--- config.mk ---
export PLATFORM = sky130hd
export DESIGN_NAME = qhdp_port
export DESIGN_NICKNAME = d
export VERILOG_FILES = /design/src/include/qhdp_pkg.sv /design/src/core/qhdp_skid.sv /design/src/core/qhdp_port.sv
export SDC_FILE = /design/constraint.sdc
export NUM_CORES = 1
export LEC_CHECK = 0
export BUFFER_PORTS_ARGS = -buffer_cell sky130_fd_sc_hd__buf_2
export CAP_MARGIN = 10
export CORE_AREA = 2 2 128 130
export DETAILED_ROUTE_END_ITERATION = 7
export DIE_AREA = 0 0 130 132
export HOLD_SLACK_MARGIN = 0.03
export PLACE_DENSITY = 0.76
export SYNTH_ARGS = -nofsm -noshare
export SYNTH_HDL_FRONTEND = slang
export SYNTH_HIERARCHICAL = 1
export SYNTH_SLANG_ARGS = --single-unit
--- constraint.sdc ---
create_clock -name core_clk -period 8.2 [get_ports core_clk]
set_input_delay 1.23 -clock core_clk [delete_from_list [all_inputs] [get_ports core_clk]]
set_output_delay 1.23 -clock core_clk [all_outputs]
set_load 0.02 [all_outputs]
--- src/include/qhdp_pkg.sv ---
// constants and carrier types for the buffer chain host data port
`default_nettype none
package qhdp_pkg;
    // register offsets on the host port
    localparam logic [9:0] OFS_SIZE = 10'h004;
    localparam logic [9:0] OFS_SETUP = 10'h008;
    localparam logic [9:0] OFS_TXD = 10'h00c;
    localparam logic [9:0] OFS_RXD = 10'h010;
    localparam logic [9:0] OFS_PTRS = 10'h018;
    localparam logic [9:0] OFS_RXSTAT = 10'h104;
    // field widths and positions
    localparam int SIZE_W = 16;
    localparam int CNT_W = 14;
    localparam int PTR_W = 7;
    localparam int SKIP_W = 2;
    localparam int ENDIAN_BIT = 24;
    localparam int START_LO = 18;
    localparam int END_LO = 16;
    localparam int CNT_LO = 0;
    localparam int LAST_LO = 16;
    localparam int FIRST_LO = 0;
    localparam int DONE_BIT = 31;
    localparam int WORD_LANES = 4;
    localparam logic [2:0] WORD_BYTES = 3'h4;
    // reset values
    localparam logic [SIZE_W-1:0] SIZE_RST = 16'h0000;
    localparam logic [CNT_W-1:0] CNT_RST = 14'h0000;
    localparam logic [SKIP_W-1:0] SKIP_RST = 2'h0;
    localparam logic [PTR_W-1:0] PTR_RST = 7'h00;
    localparam logic [31:0] WORD_ZERO = 32'h0000_0000;
    // chains whose pointers reset to a non-zero block
    localparam int STATIC_CHAIN_A = 2;
    localparam int STATIC_CHAIN_B = 5;

    // one host access
    typedef struct packed {
        logic wr;
        logic [9:0] addr;
        logic [31:0] wdata;
    } qhdp_req_t;

    // one word bound for the chain with its byte lanes to keep
    typedef struct packed {
        logic [31:0] data;
        logic [WORD_LANES-1:0] keep;
    } qhdp_word_t;
endpackage
`default_nettype wire

--- src/core/qhdp_skid.sv ---
// two-entry buffer between the host port and the chain
`timescale 1ns/10ps
`default_nettype none
module qhdp_skid (
    input wire logic core_clk,
    input wire logic rstn,
    input wire logic in_valid,
    output logic in_ready,
    input wire qhdp_pkg::qhdp_word_t in_word,
    output logic out_valid,
    input wire logic out_ready,
    output qhdp_pkg::qhdp_word_t out_word
);
    qhdp_pkg::qhdp_word_t slot0_ff, slot1_ff, nxt_slot0, nxt_slot1;
    logic vld0_ff, vld1_ff, rdy_ff, nxt_vld0, nxt_vld1, nxt_rdy;
    logic push, pop;

    // head always sits in slot0 so the outputs come straight from flops
    always_comb begin
        push = in_valid && rdy_ff;
        pop = vld0_ff && out_ready;
        nxt_slot0 = slot0_ff;
        nxt_slot1 = slot1_ff;
        nxt_vld0 = vld0_ff;
        nxt_vld1 = vld1_ff;
        if (pop) begin
            nxt_slot0 = slot1_ff;
            nxt_vld0 = vld1_ff;
            nxt_vld1 = 1'b0;
        end
        if (push) begin
            if (!nxt_vld0) begin
                nxt_slot0 = in_word;
                nxt_vld0 = 1'b1;
            end else begin
                nxt_slot1 = in_word;
                nxt_vld1 = 1'b1;
            end
        end
        // ready is registered, so a full buffer refuses the very next push
        nxt_rdy = !nxt_vld1;
    end

    always_ff @(posedge core_clk) begin
        if (!rstn) begin
            slot0_ff <= '0;
            slot1_ff <= '0;
            vld0_ff <= 1'b0;
            vld1_ff <= 1'b0;
            rdy_ff <= 1'b1;
        end else begin
            slot0_ff <= nxt_slot0;
            slot1_ff <= nxt_slot1;
            vld0_ff <= nxt_vld0;
            vld1_ff <= nxt_vld1;
            rdy_ff <= nxt_rdy;
        end
    end

    assign in_ready = rdy_ff;
    assign out_valid = vld0_ff;
    assign out_word = slot0_ff;
endmodule // qhdp_skid
`default_nettype wire

--- src/core/qhdp_port.sv ---
// host data port of one buffer chain: setup, data in/out, block pointers
// Summary of operation
// - packet byte size held in 16 bits
// - setup bit picks msb-first or lsb-first order
// - start skip masks while countdown non-zero, self-clears
// - end skip masks at countdown zero, stays set
// - remaining size below four decides kept bytes
// - countdown drops per data write, holds zero
// - data port write appends masked word
// - receive port read returns and removes word
// - first and last pointers readable and writable
// - static chains two and five reset non-zero pointers
// - completion bit zero during ingress, one after
`timescale 1ns/10ps
`default_nettype none
module qhdp_port #(
    parameter int CHAIN_ID = 0,
    parameter logic [6:0] STATIC_FIRST = 7'h01,
    parameter logic [6:0] STATIC_LAST = 7'h01
) (
    input wire logic core_clk,
    input wire logic rstn,
    input wire logic req_valid,
    output logic req_ready,
    input wire qhdp_pkg::qhdp_req_t req,
    output logic rsp_valid,
    output logic [31:0] rsp_data,
    output logic tx_valid,
    input wire logic tx_ready,
    output qhdp_pkg::qhdp_word_t tx_word,
    output logic tx_msb_first,
    input wire logic rx_valid,
    output logic rx_ready,
    input wire logic [31:0] rx_data,
    input wire logic rx_done,
    output logic [6:0] first_ptr,
    output logic [6:0] last_ptr
);
    localparam bit IS_STATIC = (CHAIN_ID == qhdp_pkg::STATIC_CHAIN_A) ||
                               (CHAIN_ID == qhdp_pkg::STATIC_CHAIN_B);
    localparam logic [6:0] FIRST_RST = IS_STATIC ? STATIC_FIRST
                                                 : qhdp_pkg::PTR_RST;
    localparam logic [6:0] LAST_RST = IS_STATIC ? STATIC_LAST
                                                : qhdp_pkg::PTR_RST;

    logic [15:0] size_ff, nxt_size;
    logic [13:0] count_ff, nxt_count;
    logic [1:0] start_ff, nxt_start, end_ff, nxt_end;
    logic endian_ff, nxt_endian;
    logic [6:0] first_ff, nxt_first, last_ff, nxt_last;
    logic rsp_valid_ff, nxt_rsp_valid, rx_ready_ff, nxt_rx_ready;
    logic req_ready_ff, nxt_req_ready;
    logic [31:0] rsp_data_ff, nxt_rsp_data;
    logic acc, wr_txd, rd_rxd, buf_in_ready;
    logic [2:0] s_eff, e_eff, kept;
    qhdp_pkg::qhdp_word_t push_word;

    // lanes kept in transmit order: drop the first few and the last few
    function automatic logic [3:0] keep_mask(input logic msb,
                                             input logic [2:0] skip_first,
                                             input logic [2:0] skip_last);
        logic [3:0] m;
        m = '0;
        for (int p = 0; p < qhdp_pkg::WORD_LANES; p++) begin
            if (p >= int'(skip_first) &&
                p < qhdp_pkg::WORD_LANES - int'(skip_last)) begin
                m[msb ? qhdp_pkg::WORD_LANES - 1 - p : p] = 1'b1;
            end
        end
        return m;
    endfunction

    // masking of one data word
    always_comb begin
        acc = req_valid && req_ready_ff;
        wr_txd = acc && req.wr && (req.addr == qhdp_pkg::OFS_TXD);
        rd_rxd = acc && !req.wr && (req.addr == qhdp_pkg::OFS_RXD);
        s_eff = (count_ff != qhdp_pkg::CNT_RST) ? {1'b0, start_ff}
                                                : 3'h0;
        if (size_ff < 16'(qhdp_pkg::WORD_BYTES)) begin
            e_eff = qhdp_pkg::WORD_BYTES - size_ff[2:0];
        end else if (count_ff == qhdp_pkg::CNT_RST) begin
            e_eff = {1'b0, end_ff};
        end else begin
            e_eff = 3'h0;
        end
        push_word.data = req.wdata;
        push_word.keep = keep_mask(endian_ff, s_eff, e_eff);
        kept = 3'($countones(push_word.keep));
    end

    // register writes, countdown and read answers
    always_comb begin
        nxt_size = size_ff;
        nxt_count = count_ff;
        nxt_start = start_ff;
        nxt_end = end_ff;
        nxt_endian = endian_ff;
        nxt_first = first_ff;
        nxt_last = last_ff;
        if (acc && req.wr) begin
            if (req.addr == qhdp_pkg::OFS_SIZE) begin
                nxt_size = req.wdata[qhdp_pkg::SIZE_W-1:0];
            end else if (req.addr == qhdp_pkg::OFS_SETUP) begin
                nxt_endian = req.wdata[qhdp_pkg::ENDIAN_BIT];
                nxt_start = req.wdata[qhdp_pkg::START_LO +: qhdp_pkg::SKIP_W];
                nxt_end = req.wdata[qhdp_pkg::END_LO +: qhdp_pkg::SKIP_W];
                nxt_count = req.wdata[qhdp_pkg::CNT_LO +: qhdp_pkg::CNT_W];
            end else if (req.addr == qhdp_pkg::OFS_PTRS) begin
                nxt_last = req.wdata[qhdp_pkg::LAST_LO +: qhdp_pkg::PTR_W];
                nxt_first = req.wdata[qhdp_pkg::FIRST_LO +: qhdp_pkg::PTR_W];
            end else if (wr_txd) begin
                // the remainder never wraps, so late writes keep nothing
                nxt_size = (size_ff > 16'(kept)) ? size_ff - 16'(kept)
                                                 : qhdp_pkg::SIZE_RST;
                if (count_ff != qhdp_pkg::CNT_RST) begin
                    nxt_count = count_ff - 14'h0001;
                    nxt_start = qhdp_pkg::SKIP_RST;
                end
            end
        end
        nxt_rsp_valid = acc && !req.wr;
        nxt_rsp_data = qhdp_pkg::WORD_ZERO;
        if (req.addr == qhdp_pkg::OFS_SIZE) begin
            nxt_rsp_data = 32'(size_ff);
        end else if (req.addr == qhdp_pkg::OFS_SETUP) begin
            nxt_rsp_data[qhdp_pkg::ENDIAN_BIT] = endian_ff;
            nxt_rsp_data[qhdp_pkg::START_LO +: qhdp_pkg::SKIP_W] = start_ff;
            nxt_rsp_data[qhdp_pkg::END_LO +: qhdp_pkg::SKIP_W] = end_ff;
            nxt_rsp_data[qhdp_pkg::CNT_LO +: qhdp_pkg::CNT_W] = count_ff;
        end else if (req.addr == qhdp_pkg::OFS_RXD) begin
            nxt_rsp_data = rx_valid ? rx_data : qhdp_pkg::WORD_ZERO;
        end else if (req.addr == qhdp_pkg::OFS_PTRS) begin
            nxt_rsp_data[qhdp_pkg::LAST_LO +: qhdp_pkg::PTR_W] = last_ff;
            nxt_rsp_data[qhdp_pkg::FIRST_LO +: qhdp_pkg::PTR_W] = first_ff;
        end else if (req.addr == qhdp_pkg::OFS_RXSTAT) begin
            nxt_rsp_data[qhdp_pkg::DONE_BIT] = rx_done;
        end
        // the chain drops its head one cycle after the word was sampled
        nxt_rx_ready = rd_rxd && rx_valid;
        // one idle cycle after each access lets buffer fullness settle
        nxt_req_ready = !acc && buf_in_ready;
    end

    always_ff @(posedge core_clk) begin
        if (!rstn) begin
            size_ff <= qhdp_pkg::SIZE_RST;
            count_ff <= qhdp_pkg::CNT_RST;
            start_ff <= qhdp_pkg::SKIP_RST;
            end_ff <= qhdp_pkg::SKIP_RST;
            endian_ff <= 1'b0;
            first_ff <= FIRST_RST;
            last_ff <= LAST_RST;
            rsp_valid_ff <= 1'b0;
            rsp_data_ff <= qhdp_pkg::WORD_ZERO;
            rx_ready_ff <= 1'b0;
            req_ready_ff <= 1'b0;
        end else begin
            size_ff <= nxt_size;
            count_ff <= nxt_count;
            start_ff <= nxt_start;
            end_ff <= nxt_end;
            endian_ff <= nxt_endian;
            first_ff <= nxt_first;
            last_ff <= nxt_last;
            rsp_valid_ff <= nxt_rsp_valid;
            rsp_data_ff <= nxt_rsp_data;
            rx_ready_ff <= nxt_rx_ready;
            req_ready_ff <= nxt_req_ready;
        end
    end

    // a full buffer holds req_ready low, so no data word is lost
    qhdp_skid u_skid (
        .core_clk(core_clk),
        .rstn(rstn),
        .in_valid(wr_txd),
        .in_ready(buf_in_ready),
        .in_word(push_word),
        .out_valid(tx_valid),
        .out_ready(tx_ready),
        .out_word(tx_word)
    );

    assign req_ready = req_ready_ff;
    assign rsp_valid = rsp_valid_ff;
    assign rsp_data = rsp_data_ff;
    assign rx_ready = rx_ready_ff;
    assign tx_msb_first = endian_ff;
    assign first_ptr = first_ff;
    assign last_ptr = last_ff;
endmodule // qhdp_port
`default_nettype wire

==> results.md <==
Status
* finished, final reports clean — status

STA
* false — setup repair after global routing missed its margin
* 0.00977 ns — final clock skew
* 1.18 ns — Worst Tran Pin Value
* 6.20 ns — min Tclk post-route
* 0 ns — total negative slack for setup checks
* 75.6% — post-route clock period utilization
* 0 — Hold Violations, Final
* 0.161 GHz — highest attainable clock frequency
* 21.0% — tightest slew margin relative to the limit
* 0 — final setup violating endpoints
* 0 — count of final max-slew check failures

Synthesis
* 0% — Post-synth ARST share
* 40.4% — part of the Yosys area used for sequential elements
* sky130_fd_sc_hd__dfxtp_1 — main flop type after synthesis
* sky130_fd_sc_hd__dfxtp_1 — cell type with the largest total area after synthesis
* 889 — cells after synthesis
* 6 — number of warnings printed during yosys synthesis
* 67 — number of unique standard cell types used by synthesis
* 159 — number of synthesized register bits
* 8.87 µm² — syn_area_per_cell
* 0.00789 mm² — synthesized cell area
* sky130_fd_sc_hd__dfxtp_1 (40%), sky130_fd_sc_hd__mux2i_1 (9.3%), sky130_fd_sc_hd__nand2_1 (7.2%), sky130_fd_sc_hd__a221oi_2 (5.7%), sky130_fd_sc_hd__nor2_1 (3.7%) — largest cells by area after synthesis
* 40.4% — area fraction of the dominant cell type after synthesis
* 0 — number of synthesized flops with an enable pin
* 980 — Post-Synthesis Net Count

Clocking
* 0 — buffers inserted during post-CTS setup optimization
* 2 — clock tree buffer depth
* 17 — total clock buffers created by CTS
* 4 — CTS H-tree depth
* 0.07 ns — CTS clk-pin slew, worst paths
* 159 — CTS sink count
* sky130_fd_sc_hd__clkbuf_16 — master cell of the clock root buffer
* 0 — number of gates given a new drive strength after cts
* 0 — number of hold buffers added after cts
* 0.43 ns — worst-skew pair later-pin latency
* yes — TritonCTS clock tree

Place
* 167 — Port Buffers
* 1,211 — total placed cells including tap cells
* 15.6 mm — HPWL after detailed placement
* 0.975 — final weighted congestion in routability-driven placement

Hold path
* register to register — worst hold path class
* u_skid/slot1_ff[15] — Hold Crit Start

Die
* 46 — standard-cell rows
* 0.0172 mm² — DIE AREA
* 130 µm — horizontal extent of the die
* 132 µm — Die H
* 168 — number of placed I/O pins
* 50.2% — Initial Util
* 0.0157 mm² — core footprint

Setup path
* count_ff[0] — Crit Reg-Reg Startpoint
* 6.52 ns — signal arrival time at the worst endpoint
* 13 — maximum net fanout on the critical path
* register — Setup crit start kind
* 8.52 ns — required time at the endpoint of the critical path
* sky130_fd_sc_hd__a21oi_1 — Worst path slowest cell
* 0.83 ns — peak per-stage delay on the critical path
* register — crit end category
* inv_1 -> ha_1 -> nor4b_1 -> nand2_1 -> nor2_1 -> nand3b_1 -> a21boi_0 -> ha_1 -> inv_1 -> o21ai_0 -> mux2i_1 -> a22oi_1 -> fa_1 -> inv_1 -> ha_1 -> ha_1 -> inv_1 -> fa_1 -> a21oi_1 -> a31o_2 -> a21oi_1 -> nand4_1 -> o311ai_0 — cell breakdown of the critical path
* compound AO/OA/AOI/OAI gates — crit-path leading delay family
* 4 — number of buffers and inverters on the critical path
* register to register — Setup Crit Path Kind
* count_ff[0] — Setup crit start

Job
* 0 — max-capacitance violation count

Drt
* 5.81 — via/cell ratio
* 5 — first-pass iteration count of the detailed router
* 772 — violation count after the first detailed-route iteration
* 0 — remaining number of nets flagged by the antenna check after routing
* 0 — remaining routing DRC violations
* 18.2 µm — wire per inst
* 22.6 mm — wirelength, routed
* 7,226 — via total after detailed routing

Power and ir drop
* 182 mW/mm² — total power divided by cell area
* 4.29 nW — leakage power summed over all cells
* 1.70 mW — PnR Total Power
* 0.000145 V — Peak VDD IR

Final layout
* 0 — count of inserted antenna diode cells
* 1,243 — filler-free cell count of the finished design
* 1,105 — nets@finish
* 24.8% — share of final-layout standard cells stronger than drive strength 1
* 1,416 — filler cell count
* 18.3% — Area growth, synth to finish
* 59.4% — Finished Core Util

Global route
* 35.8 mm — global-route wire length before repair
* 95 — largest net degree at the start of global routing
* 0 — initial antenna violation count
* 0 — residual overflow from global routing
* 6,792 — number of global-route vias before repair
* 26.2% — global-route total usage across every layer

## routing by layer
| layer | GRT usage, % | vias up | routed length [µm] |
|---|---|---|---|
| met2 | 41.5 | 315 | 10400 |
| met4 | 11.1 | 0 | 770 |
| met1 | 34.9 | 3407 | 9790 |
| li1 | - | 3457 | - |
| met3 | 4.87 | 47 | 1610 |
| met5 | 0 | - | 0 |
## worst reg2reg max path, delay by kind of cell, from the launching register on
family                     cells  cell delay (ns)
AOI/OAI and AO/OA              7             1.85
buffers and inverters          4             0.30
muxes                          1             0.24
DFF                            1             0.36
and+or+nand+nor                5             1.68
adders and majority gates      6             1.65
## area by class of cell
| cell class | instances | area [µm²] | share of cell area, % |
|---|---|---|---|
| clock buffers | 19 | 433 | 4.64 |
| clock inverters | 13 | 199 | 2.13 |
| inverters | 18 | 67.6 | 0.724 |
| multi-input cells | 645 | 4300 | 46.0 |
| flip-flops and latches | 159 | 3180 | 34.1 |
| well taps | 216 | 270 | 2.90 |
| repair buffers | 173 | 883 | 9.47 |
## Yosys cell counts (8+ instances only)
cell                       number
sky130_fd_sc_hd__dfxtp_1      159
sky130_fd_sc_hd__mux2i_1       73
sky130_fd_sc_hd__a21boi_0      29
sky130_fd_sc_hd__and2_1        25
sky130_fd_sc_hd__a21oi_1       29
sky130_fd_sc_hd__a221oi_2      30
sky130_fd_sc_hd__a221oi_1      15
sky130_fd_sc_hd__buf_2         16
sky130_fd_sc_hd__o21ai_1       10
sky130_fd_sc_hd__nand2_1      152
sky130_fd_sc_hd__ha_1           8
sky130_fd_sc_hd__a22oi_1       19
sky130_fd_sc_hd__o21ai_0       26
sky130_fd_sc_hd__clkbuf_1      35
sky130_fd_sc_hd__inv_1         18
sky130_fd_sc_hd__nor3_1        16
sky130_fd_sc_hd__nor2_1        77
sky130_fd_sc_hd__nand3_1       14
## kinds of logic after synthesis
| kind of cell | after synthesis | synth area share (%) |
|---|---|---|
| adder cells (fa/ha/maj) | 10 | 1.78 |
| AND/OR/NAND/NOR | 344 | 20.9 |
| multiplexers | 73 | 9.26 |
| buffers and inverters | 85 | 5.30 |
| AO/OA/AOI/OAI | 216 | 22.2 |
| XOR/XNOR | 2 | 0.222 |
| flip-flops | 159 | 40.4 |
## sequential cells by signal, summed over array words and instances, names as in the netlist, 2 cells and up
register and flops:
count_ff 14, end_ff 2, first_ptr 7, last_ptr 7, rsp_data 32, size_ff 16
start_ff 2, u_skid/out_word 36, u_skid/slot1_ff 36
## cells in the final DEF (no fill, tap or decap), types with 4 or more instances in the layout
master                        n
sky130_fd_sc_hd__a211o_1      4
sky130_fd_sc_hd__a21oi_1     29
sky130_fd_sc_hd__and3_1       6
sky130_fd_sc_hd__o22ai_1      6
sky130_fd_sc_hd__a21boi_0    29
sky130_fd_sc_hd__a22oi_1     19
sky130_fd_sc_hd__or3_1        4
sky130_fd_sc_hd__nor4b_1      4
sky130_fd_sc_hd__a221oi_1    15
sky130_fd_sc_hd__and2_1      25
sky130_fd_sc_hd__a221oi_2    30
sky130_fd_sc_hd__buf_4        7
sky130_fd_sc_hd__nand2_1    151
sky130_fd_sc_hd__a21o_1       5
sky130_fd_sc_hd__buf_2      166
sky130_fd_sc_hd__nor3_1      16
sky130_fd_sc_hd__nand4_1      7
sky130_fd_sc_hd__o31ai_1      5
sky130_fd_sc_hd__ha_1         8
sky130_fd_sc_hd__nor2b_1      5
sky130_fd_sc_hd__nor2_1      77
sky130_fd_sc_hd__mux2i_1     73
sky130_fd_sc_hd__inv_1       17
sky130_fd_sc_hd__nor4_1       7
sky130_fd_sc_hd__o21ai_1     10
sky130_fd_sc_hd__clkbuf_16   17
sky130_fd_sc_hd__nand3_1     14
sky130_fd_sc_hd__inv_6        5
sky130_fd_sc_hd__dfxtp_1    159
sky130_fd_sc_hd__o21ai_0     26
sky130_fd_sc_hd__bufinv_16    4
## final timing paths
path                               to  slack, ns  cells past startpoint
setup / recovery          size_ff[12]       2.00                     23
hold / removal    u_skid/slot1_ff[15]       0.46                      2
setup reg to reg          size_ff[12]       2.00                     23
hold reg to reg   u_skid/slot1_ff[15]       0.46                      2
## stage by stage
| stage | worst slack [ns] | instance area (µm²) | hold slack, ns |
|---|---|---|---|
| detailed placement | 2.16 | 8700 | 0.452 |
| CTS | 2.13 | 9330 | 0.462 |
| floorplan | 3.21 | 7890 | 0.437 |
| finish | 2.00 | 9330 | 0.460 |
| global placement | 2.45 | 8700 | 0.446 |
| global route | 1.51 | 9330 | 0.481 |
## report_power, final
group	total, mW	switching, mW	internal, mW
clock	0.860	0.341	0.519
combinational	0.0688	0.0457	0.0231
sequential	0.773	0.000454	0.773
Note: power is estimated with default switching activity, not from simulation.
